[src/design/gpio_pkg.sv]
/*
  Constants for the dual-port pin controller: register offsets, bit
  positions, pin indices and reset values.
  Assumes a 32-bit AXI4-Lite register bus, one aligned word a register.
*/
package gpio_pkg;

  // ==========================================================
  // Pin map
  localparam int PA_PINS = 8;
  localparam int PB_PINS = 6;
  localparam int PIN_COUNT = 14;
  localparam int PIN_PA1 = 1;
  localparam int PIN_PA3 = 3;
  localparam int PIN_PA4 = 4;
  localparam int PIN_PA5 = 5;
  localparam int PIN_PA6 = 6;
  localparam int PIN_PA7 = 7;
  localparam int PIN_PB0 = 8;
  localparam int PIN_PB1 = 9;
  localparam int PIN_PB2 = 10;
  localparam int PIN_PB3 = 11;

  // ==========================================================
  // Register byte offsets
  localparam logic [7:0] OFS_DATA_A = 8'h00;
  localparam logic [7:0] OFS_DATA_B = 8'h04;
  localparam logic [7:0] OFS_DIR_A = 8'h08;
  localparam logic [7:0] OFS_DIR_B = 8'h0C;
  localparam logic [7:0] OFS_PH_A = 8'h10;
  localparam logic [7:0] OFS_PH_B = 8'h14;
  localparam logic [7:0] OFS_PL_SHARED = 8'h18;
  localparam logic [7:0] OFS_OD_B = 8'h1C;
  localparam logic [7:0] OFS_POWER = 8'h20;
  localparam logic [7:0] OFS_CHG_A = 8'h24;
  localparam logic [7:0] OFS_CHG_B = 8'h28;
  localparam logic [7:0] OFS_IRQ_FLAG = 8'h2C;
  localparam logic [7:0] OFS_IRQ_EN = 8'h30;
  localparam logic [7:0] OFS_PROC = 8'h34;
  localparam logic [7:0] OFS_EDGE = 8'h38;
  localparam logic [7:0] OFS_IR = 8'h3C;
  localparam logic [7:0] OFS_READ_TYPE = 8'h40;

  // ==========================================================
  // Field positions
  localparam int PWR_PA5_PH_BIT = 4;
  localparam int PA5_PL_BIT = 5;
  localparam int FLAG_CHG_BIT = 1;
  localparam int IE_CHG_BIT = 1;
  localparam int GIE_BIT = 7;
  localparam int EXT0_SEL_BIT = 4;
  localparam int EXT1_SEL_BIT = 5;
  localparam int IR_EN_BIT = 0;
  localparam int EDGE0_LSB = 0;
  localparam int EDGE1_LSB = 2;

  // Edge choice per external interrupt, 2 bits each
  localparam logic [1:0] EDGE_RISING = 2'h0;
  localparam logic [1:0] EDGE_FALLING = 2'h1;

  // ==========================================================
  // Reset values and bus answers
  localparam logic [7:0] DIR_A_RESET = 8'hFF;
  localparam logic [5:0] DIR_B_RESET = 6'h3F;
  localparam logic [1:0] RESP_OKAY = 2'h0;
  localparam logic [1:0] RESP_SLVERR = 2'h2;
  localparam logic [1:0] SETTLE_DONE = 2'h3;

endpackage

[src/design/sync_bits.sv]
/*
  Two-flop synchroniser for a vector of pad levels.
  Assumes each bit is an independent level; no bus coherency.
*/
`timescale 1ns/10ps
`default_nettype none

module sync_bits #(
  parameter int WIDTH = 14
) (
  input wire logic sys_clk,
  input wire logic rst_b,
  input wire logic [WIDTH-1:0] dIn,
  output logic [WIDTH-1:0] qOut
);

  // ==========================================================
  // Elaboration check
  if (WIDTH < 1) begin : g_chk
    $error("sync_bits WIDTH must be positive");
  end

  typedef struct packed {
    logic [WIDTH-1:0] stage1;
    logic [WIDTH-1:0] stage2;
  } sync_state_t;

  sync_state_t s;
  sync_state_t next_s;

  // First stage feeds only the second one
  always_comb begin
    next_s = s;
    next_s.stage1 = dIn;
    next_s.stage2 = s.stage1;
  end

  always_ff @(posedge sys_clk or negedge rst_b) begin
    if (!rst_b) begin
      s <= '0;
    end else begin
      s <= next_s;
    end
  end

  assign qOut = s.stage2;

endmodule

`default_nettype wire

[src/design/dual_port_io.sv]
/*
  Pin controller for an 8-pin port A and a 6-pin port B: direction,
  pulls, open-drain, level-change flag, two external edge interrupts,
  infrared pad choice and shared-function output muxing.
  Assumes pads resolve padOut/padOe/pulls outside, straps are static,
  and function sources (PWM, buzzer, comparator) share sys_clk.
*/
// The implementer's own choices: register access over AXI4-Lite and the register addresses.
`timescale 1ns/10ps
`default_nettype none

module dual_port_io import gpio_pkg::*; #(
  parameter int ADDR_WIDTH = 8
) (
  input wire logic sys_clk,
  input wire logic rst_b,
  // AXI4-Lite slave
  input wire logic [ADDR_WIDTH-1:0] awaddr,
  input wire logic awvalid,
  output logic awready,
  input wire logic [31:0] wdata,
  input wire logic [3:0] wstrb,
  input wire logic wvalid,
  output logic wready,
  output logic [1:0] bresp,
  output logic bvalid,
  input wire logic bready,
  input wire logic [ADDR_WIDTH-1:0] araddr,
  input wire logic arvalid,
  output logic arready,
  output logic [31:0] rdata,
  output logic [1:0] rresp,
  output logic rvalid,
  input wire logic rready,
  // Pads, bits 7:0 port A, 13:8 port B
  input wire logic [PIN_COUNT-1:0] padIn,
  output logic [PIN_COUNT-1:0] padOut,
  output logic [PIN_COUNT-1:0] padOe,
  output logic [PIN_COUNT-1:0] padPullUp,
  output logic [PIN_COUNT-1:0] padPullDown,
  // Configuration straps
  input wire logic cfgIrLargeCurrent,
  input wire logic cfgExtReset,
  input wire logic cfgCrystal,
  input wire logic cfgClockOut,
  // Shared function sources
  input wire logic instrClk,
  input wire logic irCarrier,
  input wire logic cmpOut,
  input wire logic comparatorOutEnable,
  input wire logic pwmOne,
  input wire logic pwmOneOutEnable,
  input wire logic buzzerOne,
  input wire logic buzzerOneEnable,
  input wire logic pwmTwo,
  input wire logic pwmTwoOutEnable,
  input wire logic buzzerTwo,
  input wire logic buzzerTwoEnable,
  input wire logic timerZeroSrcSel,
  input wire logic timerZeroLowclkSel,
  input wire logic timerOneSrcSel,
  input wire logic timerTwoSrcSel,
  input wire logic timerThreeSrcSel,
  // Events and derived signals
  output logic irqRequest,
  output logic levelChangeFlag,
  output logic [1:0] extIrqPulse,
  output logic extResetReq,
  output logic extClockTimer0,
  output logic extClockTimer1,
  output logic extClockTimer2,
  output logic extClockTimer3,
  output logic xtalMode
);

  // ==========================================================
  // Elaboration check
  if (ADDR_WIDTH < 8 || ADDR_WIDTH > 32) begin : g_chk
    $error("dual_port_io ADDR_WIDTH must be 8 to 32");
  end

  // ==========================================================
  // State
  typedef struct packed {
    logic [PA_PINS-1:0] dataA;
    logic [PB_PINS-1:0] dataB;
    logic [PA_PINS-1:0] dirA;
    logic [PB_PINS-1:0] dirB;
    logic [7:0] phA;
    logic [PB_PINS-1:0] phB;
    logic [7:0] plShared;
    logic [PB_PINS-1:0] odB;
    logic [7:0] powerCtrl;
    logic [PA_PINS-1:0] chgSelA;
    logic [PB_PINS-1:0] chgSelB;
    logic chgFlag;
    logic chgIe;
    logic global_irq_enable;
    logic [7:0] edgeReg;
    logic irEnable;
    logic [PIN_COUNT-1:0] readType;
    logic [PIN_COUNT-1:0] prevPins;
    logic [1:0] settle;
    logic awHeld;
    logic [ADDR_WIDTH-1:0] awAddr;
    logic wHeld;
    logic [31:0] wData;
    logic [3:0] wStrb;
    logic bvalid;
    logic [1:0] bresp;
    logic rvalid;
    logic [31:0] rdata;
    logic [1:0] rresp;
    logic [PIN_COUNT-1:0] padOut;
    logic [PIN_COUNT-1:0] padOe;
    logic [PIN_COUNT-1:0] padPullUp;
    logic [PIN_COUNT-1:0] padPullDown;
    logic irqReq;
    logic extRst;
    logic [1:0] extIrq;
    logic [3:0] tmrClk;
  } state_t;

  localparam state_t ST_RESET = '{
    dirA: DIR_A_RESET,
    dirB: DIR_B_RESET,
    default: '0
  };

  state_t s;
  state_t next_s;
  logic [PIN_COUNT-1:0] pins;

  // Edge test for the external interrupt pins
  function automatic logic edgeHit(logic prev, logic cur,
                                   logic [1:0] sel);
    logic rise;
    logic fall;
    rise = ~prev & cur;
    fall = prev & ~cur;
    case (sel)
      EDGE_RISING: edgeHit = rise;
      EDGE_FALLING: edgeHit = fall;
      default: edgeHit = rise | fall;
    endcase
  endfunction

  // ==========================================================
  // Pad input synchroniser
  sync_bits #(.WIDTH(PIN_COUNT)) u_sync (
    .sys_clk(sys_clk),
    .rst_b(rst_b),
    .dIn(padIn),
    .qOut(pins)
  );

  // ==========================================================
  // Pad attribute vectors
  logic [PIN_COUNT-1:0] dirIn;
  logic [PIN_COUNT-1:0] latch;
  logic [PIN_COUNT-1:0] puVec;
  logic [PIN_COUNT-1:0] pdVec;
  logic [PIN_COUNT-1:0] odVec;
  logic [PIN_COUNT-1:0] ovrEn;
  logic [PIN_COUNT-1:0] ovrVal;
  logic [PIN_COUNT-1:0] padFree;
  logic [PIN_COUNT-1:0] readView;
  logic [PIN_COUNT-1:0] chgMask;
  logic settled;
  logic writeFire;

  assign dirIn = {s.dirB, s.dirA};
  assign latch = {s.dataB, s.dataA};
  // PA5 pull-high comes from power control
  assign puVec = {s.phB, s.phA[7:6], s.powerCtrl[PWR_PA5_PH_BIT],
                  s.phA[4:0]};
  assign pdVec = {2'h0, s.plShared[7:4], 2'h0, s.phA[PA5_PL_BIT],
                  1'h0, s.plShared[3:0]};
  // PA5 output is always open-drain
  assign odVec = {s.odB, 2'h0, 1'h1, 5'h00};
  assign readView = (s.readType & latch) |
                    (~s.readType & pins);
  // Ext interrupt pins drop out of level-change detect
  assign chgMask = {s.chgSelB & ~{4'h0, s.edgeReg[EXT1_SEL_BIT],
                    s.edgeReg[EXT0_SEL_BIT]},
                    s.chgSelA};
  assign settled = (s.settle == SETTLE_DONE);
  assign writeFire = s.awHeld & s.wHeld & ~s.bvalid;

  // Shared-function overrides and crystal release
  always_comb begin
    ovrEn = '0;
    ovrVal = '0;
    padFree = '0;
    // Comparator beats PWM one, PWM one beats buzzer one
    if (comparatorOutEnable) begin
      ovrEn[PIN_PB3] = 1'b1;
      ovrVal[PIN_PB3] = cmpOut;
    end else if (pwmOneOutEnable) begin
      ovrEn[PIN_PB3] = 1'b1;
      ovrVal[PIN_PB3] = pwmOne;
    end else if (buzzerOneEnable) begin
      ovrEn[PIN_PB3] = 1'b1;
      ovrVal[PIN_PB3] = buzzerOne;
    end
    if (pwmTwoOutEnable) begin
      ovrEn[PIN_PB2] = 1'b1;
      ovrVal[PIN_PB2] = pwmTwo;
    end else if (buzzerTwoEnable) begin
      ovrEn[PIN_PB2] = 1'b1;
      ovrVal[PIN_PB2] = buzzerTwo;
    end
    // Carrier pad depends on the current strap
    if (s.irEnable && cfgIrLargeCurrent) begin
      ovrEn[PIN_PA3] = 1'b1;
      ovrVal[PIN_PA3] = irCarrier;
    end else if (s.irEnable) begin
      ovrEn[PIN_PB1] = 1'b1;
      ovrVal[PIN_PB1] = irCarrier;
    end
    if (cfgCrystal) begin
      padFree[PIN_PA6] = 1'b1;
      padFree[PIN_PA7] = 1'b1;
    end else if (cfgClockOut) begin
      ovrEn[PIN_PA7] = 1'b1;
      ovrVal[PIN_PA7] = instrClk;
    end
    // A reset pin must never be driven by the port
    if (cfgExtReset) begin
      padFree[PIN_PA5] = 1'b1;
    end
  end

  // ==========================================================
  // Next-state logic
  always_comb begin
    logic drive;
    logic val;
    logic chgSet;
    drive = 1'b0;
    val = 1'b0;
    chgSet = 1'b0;
    next_s = s;

    // Pad drive; pulls only while the pin is not driven
    for (int i = 0; i < PIN_COUNT; i++) begin
      drive = ~padFree[i] & (ovrEn[i] | ~dirIn[i]);
      val = ovrEn[i] ? ovrVal[i] : latch[i];
      if (drive && odVec[i] && !ovrEn[i]) begin
        next_s.padOut[i] = 1'b0;
        next_s.padOe[i] = ~val;
      end else begin
        next_s.padOut[i] = drive & val;
        next_s.padOe[i] = drive;
      end
      next_s.padPullUp[i] = ~drive & puVec[i] &
                            ~(padFree[i] & cfgCrystal);
      next_s.padPullDown[i] = ~drive & pdVec[i] &
                              ~(padFree[i] & cfgCrystal);
    end
    // Carrier inputs never reach a pad with infrared off
    if (!s.irEnable) begin
      next_s.padOut[PIN_PB1] = next_s.padOut[PIN_PB1] &
                               ~ovrEn[PIN_PB1];
    end

    // Level change; ignored until the synchroniser has filled
    next_s.prevPins = pins;
    next_s.settle = settled ? s.settle : 2'(s.settle + 2'h1);
    chgSet = settled & |((pins ^ s.prevPins) & chgMask);

    // External edge interrupts on PB0 and PB1
    next_s.extIrq[0] = settled & s.edgeReg[EXT0_SEL_BIT] &
      edgeHit(s.prevPins[PIN_PB0], pins[PIN_PB0],
              s.edgeReg[EDGE0_LSB +: 2]);
    next_s.extIrq[1] = settled & s.edgeReg[EXT1_SEL_BIT] &
      edgeHit(s.prevPins[PIN_PB1], pins[PIN_PB1],
              s.edgeReg[EDGE1_LSB +: 2]);

    // Reset pin and timer clock routing
    next_s.extRst = cfgExtReset & settled & ~pins[PIN_PA5];
    next_s.tmrClk[0] = timerZeroSrcSel & ~timerZeroLowclkSel &
                       pins[PIN_PA4];
    next_s.tmrClk[1] = timerOneSrcSel & pins[PIN_PA4];
    next_s.tmrClk[2] = timerTwoSrcSel & pins[PIN_PA1];
    next_s.tmrClk[3] = timerThreeSrcSel & pins[PIN_PA1];

    // Write address and data are taken in either order
    if (awvalid && awready) begin
      next_s.awHeld = 1'b1;
      next_s.awAddr = awaddr;
    end
    if (wvalid && wready) begin
      next_s.wHeld = 1'b1;
      next_s.wData = wdata;
      next_s.wStrb = wstrb;
    end
    if (bvalid && bready) begin
      next_s.bvalid = 1'b0;
    end

    // Register write once both halves are held
    if (writeFire) begin
      next_s.awHeld = 1'b0;
      next_s.wHeld = 1'b0;
      next_s.bvalid = 1'b1;
      next_s.bresp = RESP_OKAY;
      if (s.wStrb[0]) begin
        case (s.awAddr)
          ADDR_WIDTH'(OFS_DATA_A): next_s.dataA = s.wData[7:0];
          ADDR_WIDTH'(OFS_DATA_B): next_s.dataB = s.wData[5:0];
          ADDR_WIDTH'(OFS_DIR_A): next_s.dirA = s.wData[7:0];
          ADDR_WIDTH'(OFS_DIR_B): next_s.dirB = s.wData[5:0];
          ADDR_WIDTH'(OFS_PH_A): next_s.phA = s.wData[7:0];
          ADDR_WIDTH'(OFS_PH_B): next_s.phB = s.wData[5:0];
          ADDR_WIDTH'(OFS_PL_SHARED): next_s.plShared = s.wData[7:0];
          ADDR_WIDTH'(OFS_OD_B): next_s.odB = s.wData[5:0];
          ADDR_WIDTH'(OFS_POWER): next_s.powerCtrl = s.wData[7:0];
          ADDR_WIDTH'(OFS_CHG_A): next_s.chgSelA = s.wData[7:0];
          ADDR_WIDTH'(OFS_CHG_B): next_s.chgSelB = s.wData[5:0];
          ADDR_WIDTH'(OFS_IRQ_FLAG): begin
            // Only a written zero clears the flag
            if (!s.wData[FLAG_CHG_BIT]) begin
              next_s.chgFlag = 1'b0;
            end
          end
          ADDR_WIDTH'(OFS_IRQ_EN): next_s.chgIe = s.wData[IE_CHG_BIT];
          ADDR_WIDTH'(OFS_PROC): next_s.global_irq_enable = s.wData[GIE_BIT];
          ADDR_WIDTH'(OFS_EDGE): next_s.edgeReg = s.wData[7:0];
          ADDR_WIDTH'(OFS_IR): next_s.irEnable = s.wData[IR_EN_BIT];
          ADDR_WIDTH'(OFS_READ_TYPE): begin
            next_s.readType[7:0] = s.wData[7:0];
          end
          default: next_s.bresp = RESP_SLVERR;
        endcase
      end
      if (s.wStrb[1] && s.awAddr == ADDR_WIDTH'(OFS_READ_TYPE)) begin
        next_s.readType[13:8] = s.wData[13:8];
      end
    end
    // A hardware set in the clearing cycle wins
    if (chgSet) begin
      next_s.chgFlag = 1'b1;
    end
    next_s.irqReq = next_s.chgFlag & next_s.chgIe &
                    next_s.global_irq_enable;

    // Read port; unmapped addresses answer SLVERR
    if (rvalid && rready) begin
      next_s.rvalid = 1'b0;
    end
    if (arvalid && arready) begin
      next_s.rvalid = 1'b1;
      next_s.rresp = RESP_OKAY;
      next_s.rdata = '0;
      case (araddr)
        ADDR_WIDTH'(OFS_DATA_A): next_s.rdata[7:0] = readView[7:0];
        ADDR_WIDTH'(OFS_DATA_B): next_s.rdata[5:0] = readView[13:8];
        ADDR_WIDTH'(OFS_DIR_A): next_s.rdata[7:0] = s.dirA;
        ADDR_WIDTH'(OFS_DIR_B): next_s.rdata[5:0] = s.dirB;
        ADDR_WIDTH'(OFS_PH_A): next_s.rdata[7:0] = s.phA;
        ADDR_WIDTH'(OFS_PH_B): next_s.rdata[5:0] = s.phB;
        ADDR_WIDTH'(OFS_PL_SHARED): next_s.rdata[7:0] = s.plShared;
        ADDR_WIDTH'(OFS_OD_B): next_s.rdata[5:0] = s.odB;
        ADDR_WIDTH'(OFS_POWER): next_s.rdata[7:0] = s.powerCtrl;
        ADDR_WIDTH'(OFS_CHG_A): next_s.rdata[7:0] = s.chgSelA;
        ADDR_WIDTH'(OFS_CHG_B): next_s.rdata[5:0] = s.chgSelB;
        ADDR_WIDTH'(OFS_IRQ_FLAG): begin
          next_s.rdata[FLAG_CHG_BIT] = s.chgFlag;
        end
        ADDR_WIDTH'(OFS_IRQ_EN): next_s.rdata[IE_CHG_BIT] = s.chgIe;
        ADDR_WIDTH'(OFS_PROC): next_s.rdata[GIE_BIT] = s.global_irq_enable;
        ADDR_WIDTH'(OFS_EDGE): next_s.rdata[7:0] = s.edgeReg;
        ADDR_WIDTH'(OFS_IR): next_s.rdata[IR_EN_BIT] = s.irEnable;
        ADDR_WIDTH'(OFS_READ_TYPE): begin
          next_s.rdata[13:0] = s.readType;
        end
        default: next_s.rresp = RESP_SLVERR;
      endcase
    end
  end

  // ==========================================================
  // State register
  always_ff @(posedge sys_clk or negedge rst_b) begin
    if (!rst_b) begin
      s <= ST_RESET;
    end else begin
      s <= next_s;
    end
  end

  // ==========================================================
  // Outputs
  // Ready drops while a response is pending: one write at a time
  assign awready = ~s.awHeld & ~s.bvalid;
  assign wready = ~s.wHeld & ~s.bvalid;
  assign arready = ~s.rvalid;
  assign bvalid = s.bvalid;
  assign bresp = s.bresp;
  assign rvalid = s.rvalid;
  assign rdata = s.rdata;
  assign rresp = s.rresp;
  assign padOut = s.padOut;
  assign padOe = s.padOe;
  assign padPullUp = s.padPullUp;
  assign padPullDown = s.padPullDown;
  assign irqRequest = s.irqReq;
  assign levelChangeFlag = s.chgFlag;
  assign extIrqPulse = s.extIrq;
  assign extResetReq = s.extRst;
  assign extClockTimer0 = s.tmrClk[0];
  assign extClockTimer1 = s.tmrClk[1];
  assign extClockTimer2 = s.tmrClk[2];
  assign extClockTimer3 = s.tmrClk[3];
  assign xtalMode = cfgCrystal; // Strap echo for the oscillator

endmodule

`default_nettype wire

[config.mk]
export PLATFORM = sky130hd
export DESIGN_NAME = dual_port_io
export DESIGN_NICKNAME = d
export VERILOG_FILES = /design/src/design/gpio_pkg.sv /design/src/design/sync_bits.sv /design/src/design/dual_port_io.sv
export SDC_FILE = /design/constraint.sdc
export NUM_CORES = 1
export LEC_CHECK = 0
export BUFFER_PORTS_ARGS = -buffer_cell sky130_fd_sc_hd__buf_2
export CAP_MARGIN = 15
export CORE_AREA = 3 3 210 109
export CTS_BUF_LIST = sky130_fd_sc_hd__clkbuf_8
export CTS_CLUSTER_DIAMETER = 200
export DETAILED_ROUTE_END_ITERATION = 10
export DIE_AREA = 0 0 213 112
export HOLD_SLACK_MARGIN = 0.1
export PLACE_DENSITY = 0.78
export SLEW_MARGIN = 20
export SYNTH_ARGS = -nofsm -noshare
export SYNTH_HDL_FRONTEND = slang
export SYNTH_SLANG_ARGS = --single-unit
[constraint.sdc]
create_clock -name sys_clk -period 1.9 [get_ports sys_clk]
set_input_delay 0.095 -clock sys_clk [delete_from_list [all_inputs] [get_ports sys_clk]]
set_output_delay 0.095 -clock sys_clk [all_outputs]
set_load 0.01 [all_outputs]
## After elaboration in Yosys (flattened, before gate mapping)

Index checks and enable logic that the tools add are counted.
W data, S select, Z words.

- Add/sub/neg operators: 1
- $mul: 0
- Div/mod/pow operators: 0
- Magnitude comparators: 0
- Equal/unequal tests: 35
- Shifts and indexed selects: 0
- Multiplexer cells: 73
- Bitwise gates (word level): 130
- Reduce and logical (&&, ||, !) cells: 45

Operators by type and width:

| kind | number |
|---|---|
| $eq A8 B6 Y1 const B | 16 |
| $and A1 B1 Y1 | 70 |
| $eq A8 B5 Y1 const B | 8 |
| $pmux W4 S13 | 1 |
| $mux W1 | 51 |
| $not A1 Y1 | 45 |
| $and A14 B14 Y14 | 3 |
| $reduce_and A3 Y1 | 14 |
| $mux W37 | 1 |
| $mux W35 | 1 |
| $reduce_or A17 Y1 | 2 |
| $eq A8 B4 Y1 const B | 4 |
| $mux W26 | 1 |
| $mux W8 | 3 |
| $eq A8 B3 Y1 const B | 2 |
| $eq A8 B7 Y1 const B | 2 |
| $logic_and A1 B1 Y1 | 16 |
| $logic_not A8 Y1 | 2 |
| $pmux W1 S15 | 1 |
| $not A14 Y14 | 1 |
| $or A14 B14 Y14 | 1 |
| $pmux W1 S14 | 1 |
| $reduce_or A14 Y1 | 1 |
| $xor A14 B14 Y14 | 1 |
| other kinds (18) | 36 |

- Register bits: 273
- Latch bits: 0
- RAM bits: 0
- Memory bits (read-only): 0
- Bits of input ports: 94
- Output and inout bits: 107
- Logic and storage cells: 324
- Memories kept: 0

## Logic depth before layout (Yosys ltp)

Gate-level depths: netlist of run 1.

- Depth after elaboration: 8
- Depth in mapped cells: 8
- Depth with buffers taken out: 7

## Hierarchy

From an unflattened synthesis of run 1, not the netlist that was laid out.

- Cells, all modules: 886
- Area, all modules: 11025.6 µm²

Modules (own cells, without submodules):

| module | instances | cells an instance | area each (µm²) | sequential area each (µm²) |
|---|---|---|---|---|
| dual_port_io | 1 | 858 | 10324.9 | 5597.9 |
| sync_bits | 1 | 28 | 700.7 | 700.7 |

## Least setup slack after synthesis of run 1

No wires, ideal clock.

- Path kind: flip-flop to flip-flop
- Start point: reg s (netlist bit bvalid)
- End point: reg s (netlist bit pdVec[5])
- Setup time: 0.128 ns
- Data arrival time: 1.875 ns
- Data required time: 1.772 ns
- Path slack: -0.103 ns
- Stages on the path, launching flop included: 7
- Path buffers: 1
- Period minus slack after synthesis: 2.003 ns
- Cells stage by stage: dfrtp_1 > and3b_1 > clkbuf_1 > nand2_1 > nor3b_1 > nand2_1 > mux2_1

- Word-level cells in the longest chain between the ends: 3

Ends and longest elaborated chain:

| item | line | RTL |
|---|---|---|
| start: declaration | dual_port_io.sv:130 | `state_t s;` |
| start signal: assignment | dual_port_io.sv:389 | `s <= next_s;` |
| $not A1 Y1 | dual_port_io.sv:188 | `assign writeFire = s.awHeld & s.wHeld & ~s.bvalid;` |
| $and A1 B1 Y1 | dual_port_io.sv:188 |  |
| $reduce_and A3 Y1 (no source line) | - |  |

No other way between the ends.
A chain may end at the register's enable or synchronous reset.

## Worst setup path after layout of run 1

- Start point: reg s[142] in the netlist's numbering
- End point: reg s[171] in the netlist's numbering

- Word-level cells in the longest chain between the ends: 2

Ends and longest elaborated chain:

| item | line | RTL |
|---|---|---|
| $eq A8 B7 Y1 | dual_port_io.sv:309 | `case (s.awAddr)` |
| $reduce_and A3 Y1 (no source line) | - |  |

No other way between the ends.

==> flow_summary.ini, run 1 <==
[floorplanning]
die_h_um = 112
design.die.area_sq_um = 23900
ioPinCount = 201
die_w_um = 213
start_util_pct = 51.5
core-area_sq_um = 21300
row_count = 38

[synth]
yosys-mux-area-fraction_pct = 15.7
yosys.area_share.simple_pct = 9.86
synth_fa_ha_area_share_pct = 0.569
netlist_area_sq_um = 11000
synth_cell_types = 65
yosysSeqAreaShare_pct = 57.3
synth.yosys.warnings = 0
synthArstFlopShare_pct = 100
synth_cells = 888
syn_avg_cell_area_sq_um = 12.4
synth_seq_cells = 251
synthFlopType = dfrtp_1
synthXorXnorAreaFrac_pct = 1.12
synth_compound_area_share_pct = 7.24
synth_top_family_by_area = multiplexers
synth-edff-count = 0

[grt]
grt_pass1_vias = 8081
use_met3_pct = 9.21
met1_usage_pct = 41.5
grt_max_degree = 44
busiest_layer = met1
grt_util_met2_pct = 36.3
grt_pass1_wl_mm = 47.9
grtUsageTotal_pct = 26.8
antenna_found_initial = 2
grt_overflow = 0

[detailed_routing]
wl_mm = 31.3
drt-wirelength-per-cell_um = 21.7
routed_via_density = 5.47
ant_nets = 0
num_vias = 7872
dr.first_iter.drc_count = 713
first_pass_iters = 5
drcViolationCount = 0

[finish]
drive_gt1_share_pct = 35.8
fill_cells = 1658
nNetsFinal = 1231
stdcell_area_sq_um = 13700
syn_to_final_growth_pct = 24.3
largest_reg_flops = 80
largest_register = s
final_cell_mix = 237 x dfrtp_1, 155 x buf_2, 77 x buf_4
mostFrequentLayoutCell = dfrtp_1
fin_cells = 1439

[run_status]
violations = negative setup slack
status = finished, violations left

[worst_setup_path]
cp-startpoint = s[142]
worstPathArrival_ps = 2390
path_class = reg -> reg
start_kind = flip-flop
r2r_cells = 5
timing.rr.start = s[142]
critPathMaxFanout = 8
cp.required_ps = 2300
cp-end-kind = flip-flop

[worst_hold_path]
whs_path_depth = 5
hp-class = in -> reg
hp-start = araddr[5]

[cts]
cts.htree.levels = 2
cts_tree = yes
clk_pin_slew_ps = 70
cts_buffer_depth = 3
clock_latency_ps = 540
clock_sinks = 251
ctsRootBufferMaster = clkbuf_8
cts_buffers = 35

[sta]
fin_crit_ps = 1990
fmax_mhz = 503
fin_skew_ps = 23.2
tightest_slew_ps = 903
hold_viol = 0
setup_viol = 14
maxSlewViolCount = 0
rsz0062_at_grt = yes
layout_setup_ws_ps = -89.8
slew_headroom_pct = 39.8
post-route-period-util_pct = 105

[placed_design]
placed_area_sq_um = 12100
io_buffer_count = 155
place_hpwl_mm = 22.4
dpl.cell_count = 1304
gp_congestion = 1.02

[job]
cap_viol_max_count = 0

[power_and_ir_drop]
powerDensity_nw_per_um2 = 1030
p_leak_uw = 0.00682
ir_worst_vdd_mv = 1.09
[synthesized netlist by cell type, types with 3 or more instances]
master,count,area (sq um)
a211oi_1,6,45.0
a21o_1,3,22.5
a21oi_1,20,100
a22o_1,9,78.8
a22oi_1,13,97.6
a311oi_1,5,43.8
a31oi_1,5,31.3
and2_1,21,131
and3_1,13,81.3
buf_1,6,22.5
buf_2,3,15.0
buf_4,95,713
clkbuf_1,23,86.3
dfrtp_1,237,5930
dfstp_2,14,368
ha_1,5,62.6
inv_1,17,63.8
mux2_1,71,800
mux2_2,66,743
mux2i_1,16,160
nand2_1,50,188
nand2b_1,4,25.0
nand3_1,18,90.1
nand3b_1,4,30.0
nand4_1,3,18.8
nor2_1,33,124
nor2b_1,15,93.8
nor3_1,10,50.1
nor3b_1,7,52.6
nor4_1,3,18.8
nor4b_1,5,43.8
o211ai_1,4,30.0
o21ai_0,28,140
o21ai_1,4,20.0
o22ai_1,4,25.0
xor2_1,12,105
[power breakdown]
part           switching (uW)  internal [uW]
clock network            1990           2180
registers                1070           6140
logic                    1270           1420
total                    4330           9730
[worst max-delay path: stages (launching register included)]
cell     delay [ps]
dfrtp_1         390
or4_4           560
nor3_4          130
and4b_2         340
nand2_8         120
mux2_4          320
[cells by family (layout without fill, tap and decap cells)]
family,Yosys count,count (layout)
XOR/XNOR,14,14
AND/OR/NAND/NOR,200,200
flip-flops,251,251
AO/OA/AOI/OAI,119,119
adder cells (fa/ha/maj),5,5
multiplexers,154,154
buffers and inverters,144,389
other,1,27
[metal layers]
layer / up-vias / share of wire (%) / routed length [um]
met3: 52 / 9.8 / 3050
met5: - / 0.16 / 51
met4: 2 / 1.5 / 482
met2: 302 / 41 / 12800
li1: 3502 / - / -
met1: 4014 / 48 / 14900
[stage by stage]
step	hold slack (ps)	utilization, %	TNS (ps)	setup WS [ps]	power (uW)
finish	136	64.0	-1090	-89.8	14100
global placement	49.9	56.7	-1650	-181	9540
detailed placement	59.7	56.7	-2000	-168	9650
floorplan	-201	-	0	2.19	8350
CTS	103	63.5	-869	-90.8	14000
global route	173	64.0	-2420	-133	14700
[final timing paths]
| kind | to | slack, ps |
|---|---|---|
| max | s[171] | -90 |
| min | rdata[2] | 140 |
| max reg2reg | s[171] | -90 |
| min reg2reg | u_sync.qOut[8] | 340 |
| max in group asynchronous | latch[12] | 1150 |
| min in group asynchronous | dirIn[3] | 180 |
[repair_timing]
action | 4_1_cts | 5_1_grt
endpoints found under the setup margin | 14 | 85
gates resized for setup | 13 | 27
endpoints found under the hold margin | 315 | 0
pin swaps | 3 | 9
hold buffers | 70 | 0
setup buffers | 0 | 1
cloned | 0 | 0
[cell type report]
type | count | area (sq um) | share of cell area [%]
sequential | 251 | 6300 | 46.1
multi-input combinational | 518 | 4070 | 29.8
timing repair buffer | 309 | 2190 | 16.0
clock buffer | 43 | 592 | 4.33
tap | 280 | 350 | 2.56
clock inverter | 20 | 101 | 0.741
inverter | 17 | 63.8 | 0.467
antenna | 1 | 2.50 | 0.0183
(Power assumes the default switching activity.)
==> inputs of run 2 (changes only) <==
Settings changed: SYNTH_HIERARCHICAL set to 1.
==> run 2 against run 1 <==
Net effect: the flow now finishes without violations; wire length up 2.2%; synthesized cell count is 0.23% lower; total power up 0.88%; via count increased by 1.2%; register-to-register slack improved by 180 ps.
==> flow_summary.ini, run 2 <==
[floorplanning]
die_h_um = 112
design.die.area_sq_um = 23900
core-area_sq_um = 21300
ioPinCount = 201
die_w_um = 213
row_count = 38
start_util_pct = 51.6

[placed_design]
place_hpwl_mm = 22.9
io_buffer_count = 155
gp_congestion = 0.993
placed_area_sq_um = 12300

[grt]
grt_max_degree = 60
antenna_found_initial = 4
grtUsageTotal_pct = 27.4
grt_pass1_wl_mm = 49.1
grt_pass1_vias = 8076
grt_overflow = 0

[worst_setup_path]
slowest_delay_ps = 420
critPathSlowestCell = nor4_2
path_class = reg -> reg
cp.required_ps = 2310
worstPathCellList = nor4_2 > nor2b_1 > nand2_1 > buf_4 > mux2_2
start_kind = flip-flop
worstPathArrival_ps = 2210
crit_family = simple AND/OR/NAND/NOR gates
crit_buf_inv = 1
critPathMaxFanout = 4
cp-end-kind = flip-flop

[run_status]
status = finished, final reports clean

[finish]
drive_gt1_share_pct = 41.4
stdcell_area_sq_um = 13800
mostFrequentLayoutCell = dfrtp_1
largest_reg_flops = 80
fill_cells = 1637
largest_register = s
syn_to_final_growth_pct = 24.8
nNetsFinal = 1251
final_cell_mix = 236 x dfrtp_1, 154 x buf_2, 139 x mux2_2

[synth]
synth_commonest_cells = 237 x dfrtp_1, 139 x mux2_2, 95 x buf_4, 64 x nand2_1, 28 x nor2_1
synth_top_family_by_area = multiplexers
synth_cells = 886
yosys-mux-area-fraction_pct = 15.9
synthFlopType = dfrtp_1
synthXorXnorAreaFrac_pct = 1.03
synth_seq_cells = 251
synth-edff-count = 0
synthArstFlopShare_pct = 100
netlist_area_sq_um = 11000
yosys-top-cells-area = dfrtp_1 54%, mux2_2 14%, buf_4 6.5%
synth.most_common_cell = dfrtp_1
synth_fa_ha_area_share_pct = 0.567
synth.yosys.warnings = 6
yosys.area_share.simple_pct = 10.8
synth_cell_types = 64
syn_avg_cell_area_sq_um = 12.4
synth_compound_area_share_pct = 6.42
synth_top_area_share_pct = 53.8
yosysSeqAreaShare_pct = 57.1
synth_top_cell_by_area = dfrtp_1

[power_and_ir_drop]
power.total_uw = 14200
powerDensity_nw_per_um2 = 1030
p_leak_uw = 0.00679
ir_worst_vdd_mv = 0.722

[job]
cap_viol_max_count = 0

[detailed_routing]
drt-wirelength-per-cell_um = 21.9
wl_mm = 32.0
num_vias = 7967
drcViolationCount = 0
dr.first_iter.drc_count = 746
ant_nets = 0
first_pass_iters = 5
routed_via_density = 5.45

[sta]
rsz0062_at_grt = no
fmax_mhz = 554
setup_tns_ps = 0
fin_skew_ps = 29.4
slew_headroom_pct = 31.7
maxSlewViolCount = 0
fin_hold_ws_ps = 154
fin_crit_ps = 1810
tightest_slew_ps = 1020
hold_viol = 0
post-route-period-util_pct = 95.1
setup_viol = 0

[cts]
clk_pin_slew_ps = 70
clock_sinks = 251
postCtsSetupBuffers = 0
cts_buffers = 36
cts.htree.levels = 2
cts_buffer_depth = 3
clock_latency_ps = 550
ctsRootBufferMaster = clkbuf_8
cts_tree = yes

[worst_hold_path]
hp-class = in -> reg
-- run 2: cell count changes in the layout (fill, tap and decap cells not counted), moves of 7 or more --
cell and change:
clkinv_2 +7, buf_4 +20, mux2_4 -26, a22oi_1 +8, a22o_1 -9, nand2_1 +22
mux2_2 +73, mux2_1 -43
-- run 2: stage by stage --
stage / utilization, % / std cells / worst slack (ps)
2_1_floorplan: - / 911 / 104
3_3_place_gp: 57.4 / 1325 / 89.4
3_5_place_dp: 57.4 / 1325 / -11.4
4_1_cts: 64.2 / 1460 / 18.7
5_1_grt: 64.4 / 1461 / 17.8
6_report: 64.4 / 1461 / 93.9
-- run 2: cells by family after synthesis --
| kind of cell | after synthesis |
|---|---|
| flops | 251 |
| simple gates | 213 |
| mux | 156 |
| buf+inv | 142 |
| compound gates | 105 |
| xor+xnor | 13 |
| fa+ha+maj | 5 |
| other cells | 1 |
-- run 2: path summary, 6_finish.rpt --
check	startpoint	endpoint	slack [ps]	depth (start not counted)
worst max-delay path	s[144]	latch[1]	90	5
worst min-delay path	arvalid	rvalid	150	3
worst max register to register	s[144]	latch[1]	90	5
worst min register to register	u_sync/next_s[12]	u_sync/qOut[12]	350	0
max in group asynchronous	rst_b	dirIn[6]	660	4
min in group asynchronous	rst_b	s[207]	580	3
-- run 2: repair_timing --
item	in CTS	in global routing
endpoints found under the setup margin	4	30
gates resized for setup	1	12
hold buffers	69	0
endpoints found under the hold margin	313	0
-- run 2: layer usage --
layer | vias up | track usage [%] | share of wire (%)
li1 | 3561 | - | -
met1 | 3971 | 42.5 | 47
met2 | 386 | 37.1 | 40
met3 | 45 | 9.52 | 11
met4 | 4 | 4.96 | 1.5
met5 | - | 2.03 | 0.11
-- run 2: final cells by class --
class	count	area (sq um)	share of cell area [%]
clock buffer	45	619	4.50
inverter	19	71.3	0.518
sequential	251	6300	45.8
multi-input combinational	518	3980	28.9
antenna	1	2.50	0.0182
timing repair buffer	326	2310	16.8
tap	280	350	2.55
clock inverter	21	121	0.882
-- run 2: worst min-delay path: stages --
cell and delay [ps]:
buf_2 90, nand2_1 280, o21ai_0 180
-- run 2: power by group --
| part | internal, uW | switching [uW] |
|---|---|---|
| registers | 6120 | 1050 |
| logic | 1380 | 1230 |
| clock network | 2290 | 2120 |
| total | 9790 | 4390 |
==> inputs of run 3 (changes only) <==
Settings changed: CAP_MARGIN 15 to not set, PLACE_DENSITY 0.78 to 0.81.
==> run 3 against run 2 <==
Net effect: first-iteration DRC count fell by 0.54%; register-to-register slack got worse by 50 ps; die area did not move; non-clock buffer count fell by 7; worst hold slack barely moved; critical path depth did not move; fmax fell by 2.5%; combinational power fell by 2%; critical path type unchanged; critical endpoint is now s[193]; largest power group unchanged; highest routed layer unchanged.
==> flow_summary.ini, run 3 (same netlist as run 2, synthesis figures left out) <==
[finish]
largest_reg_flops = 80
nNetsFinal = 1245
fill_cells = 1613
stdcell_area_sq_um = 13600
syn_to_final_growth_pct = 23.4
num_antenna_cells = 0
mostFrequentLayoutCell = dfrtp_1
fin_cells = 1449
largest_register = s
final_cell_mix = 236 x dfrtp_1, 154 x buf_2, 139 x mux2_2
drive_gt1_share_pct = 40.4

[cts]
cts.htree.levels = 2
cts_tree = yes
ctsRootBufferMaster = clkbuf_8
cts_buffer_depth = 3
clock_latency_ps = 540
clk_pin_slew_ps = 70
cts_buffers = 37
clock_sinks = 251

[power_and_ir_drop]
p_leak_uw = 0.00673
powerDensity_nw_per_um2 = 1020
ir_worst_vdd_mv = 0.601

[detailed_routing]
routed.top_layer = met5
dr.first_iter.drc_count = 742
ant_nets = 0
drcViolationCount = 0
num_vias = 7944
met1_length_mm = 15.0
first_pass_iters = 5
wl_mm = 31.9
route.met3.wl_mm = 3.47
routed_via_density = 5.48
drt-wirelength-per-cell_um = 22.0
route.met2.wl_mm = 12.9

[sta]
post-route-period-util_pct = 97.5
fin_crit_ps = 1850
hold_viol = 0
tightest_slew_ps = 678
setup_tns_ps = 0
layout_setup_ws_ps = 48.2
fin_skew_ps = 30.9
fmax_mhz = 540
rsz0062_at_grt = yes
maxSlewViolCount = 0
slew_headroom_pct = 54.7
setup_viol = 0

[placed_design]
io_buffer_count = 155
dpl.cell_count = 1320
dp_slack_ps = 5.42
placed_area_sq_um = 12200
place_hpwl_mm = 22.8
gp_congestion = 1.03

[worst_setup_path]
r2r_setup_slack_ps = 50
crit_family = simple AND/OR/NAND/NOR gates
crit_buf_inv = 1
path_class = reg -> reg
critPathSlowestCell = dfrtp_1
cp.required_ps = 2310
r2r_cells = 5
worstPathArrival_ps = 2260
worstPathCellList = nand4b_1 > buf_4 > nor3b_4 > nand2_1 > mux2_2
cp-end-kind = flip-flop
timing.rr.start = bvalid
critPathMaxFanout = 6
start_kind = flip-flop
slowest_delay_ps = 370
rr_endpoint = s[193]

[worst_hold_path]
hp-class = in -> reg
hp-start = arvalid
min_to = rdata[0]
whs_path_depth = 5

[job]
cap_viol_max_count = 0

[floorplanning]
die_h_um = 112
ioPinCount = 201
row_count = 38
core-area_sq_um = 21300
die_w_um = 213
design.die.area_sq_um = 23900
start_util_pct = 51.6

[grt]
grt_pass1_wl_mm = 48.5
grt_max_degree = 60
grt_overflow = 0
grtUsageTotal_pct = 27.1
grt_pass1_vias = 8025
antenna_found_initial = 1

[run_status]
status = finished, final reports clean
run 3: tightest hold or removal path: cells and delay by family:
kind            cells  cell delay (ps)
buf+inv             2              280
simple gates        2              230
compound gates      1               50
run 3: area by class of cell:
type                    instances  area, sq um  area share, %
clock buffers                  44          606           4.45
clock inverters                18         73.8          0.542
inverters                      19         71.3          0.524
multi-input cells             518         3960           29.1
flip-flops and latches        251         6300           46.3
well taps                     280          350           2.57
repair buffers                319         2240           16.5
run 3: worst max-delay path by stage:
| stage | start | endpoint | cells after the start |
|---|---|---|---|
| floorplan | bvalid | s[110] | 5 |
| global placement | araddr[4] | rdata[5] | 8 |
| detailed placement | s[146] | irqRequest | 5 |
| CTS | s[146] | odVec[8] | 5 |
| global route | bvalid | odVec[8] | 6 |
| finish | bvalid | s[193] | 5 |
run 3: per-stage QoR:
step	power, uW	hold slack, ps	utilization, %
6_report	13900	154	63.7
5_1_grt	14600	166	63.7
4_1_cts	13900	119	63.5
3_5_place_dp	9630	48.0	57.2
3_3_place_gp	9510	45.8	57.2
2_1_floorplan	8370	-201	-
run 3: routing by layer:
layer  vias up  global-route usage (%)
met5         -                   0.203
met4         2                    4.87
met3        57                    9.35
met2       363                    36.7
met1      3991                    42.5
li1       3531                       -
run 3: report_power, final:
| group | internal, uW | switching (uW) |
|---|---|---|
| clock network | 2090 | 2040 |
| logic | 1370 | 1200 |
| registers | 6120 | 1100 |
run 3: repair_timing:
action / CTS / global route
resized for setup: 1 / 7
pin swaps: 0 / 2
buffers inserted: 0 / 1
hold endpoints to repair: 312 / 0
setup endpoints to repair: 1 / 34
hold buffers: 66 / 0
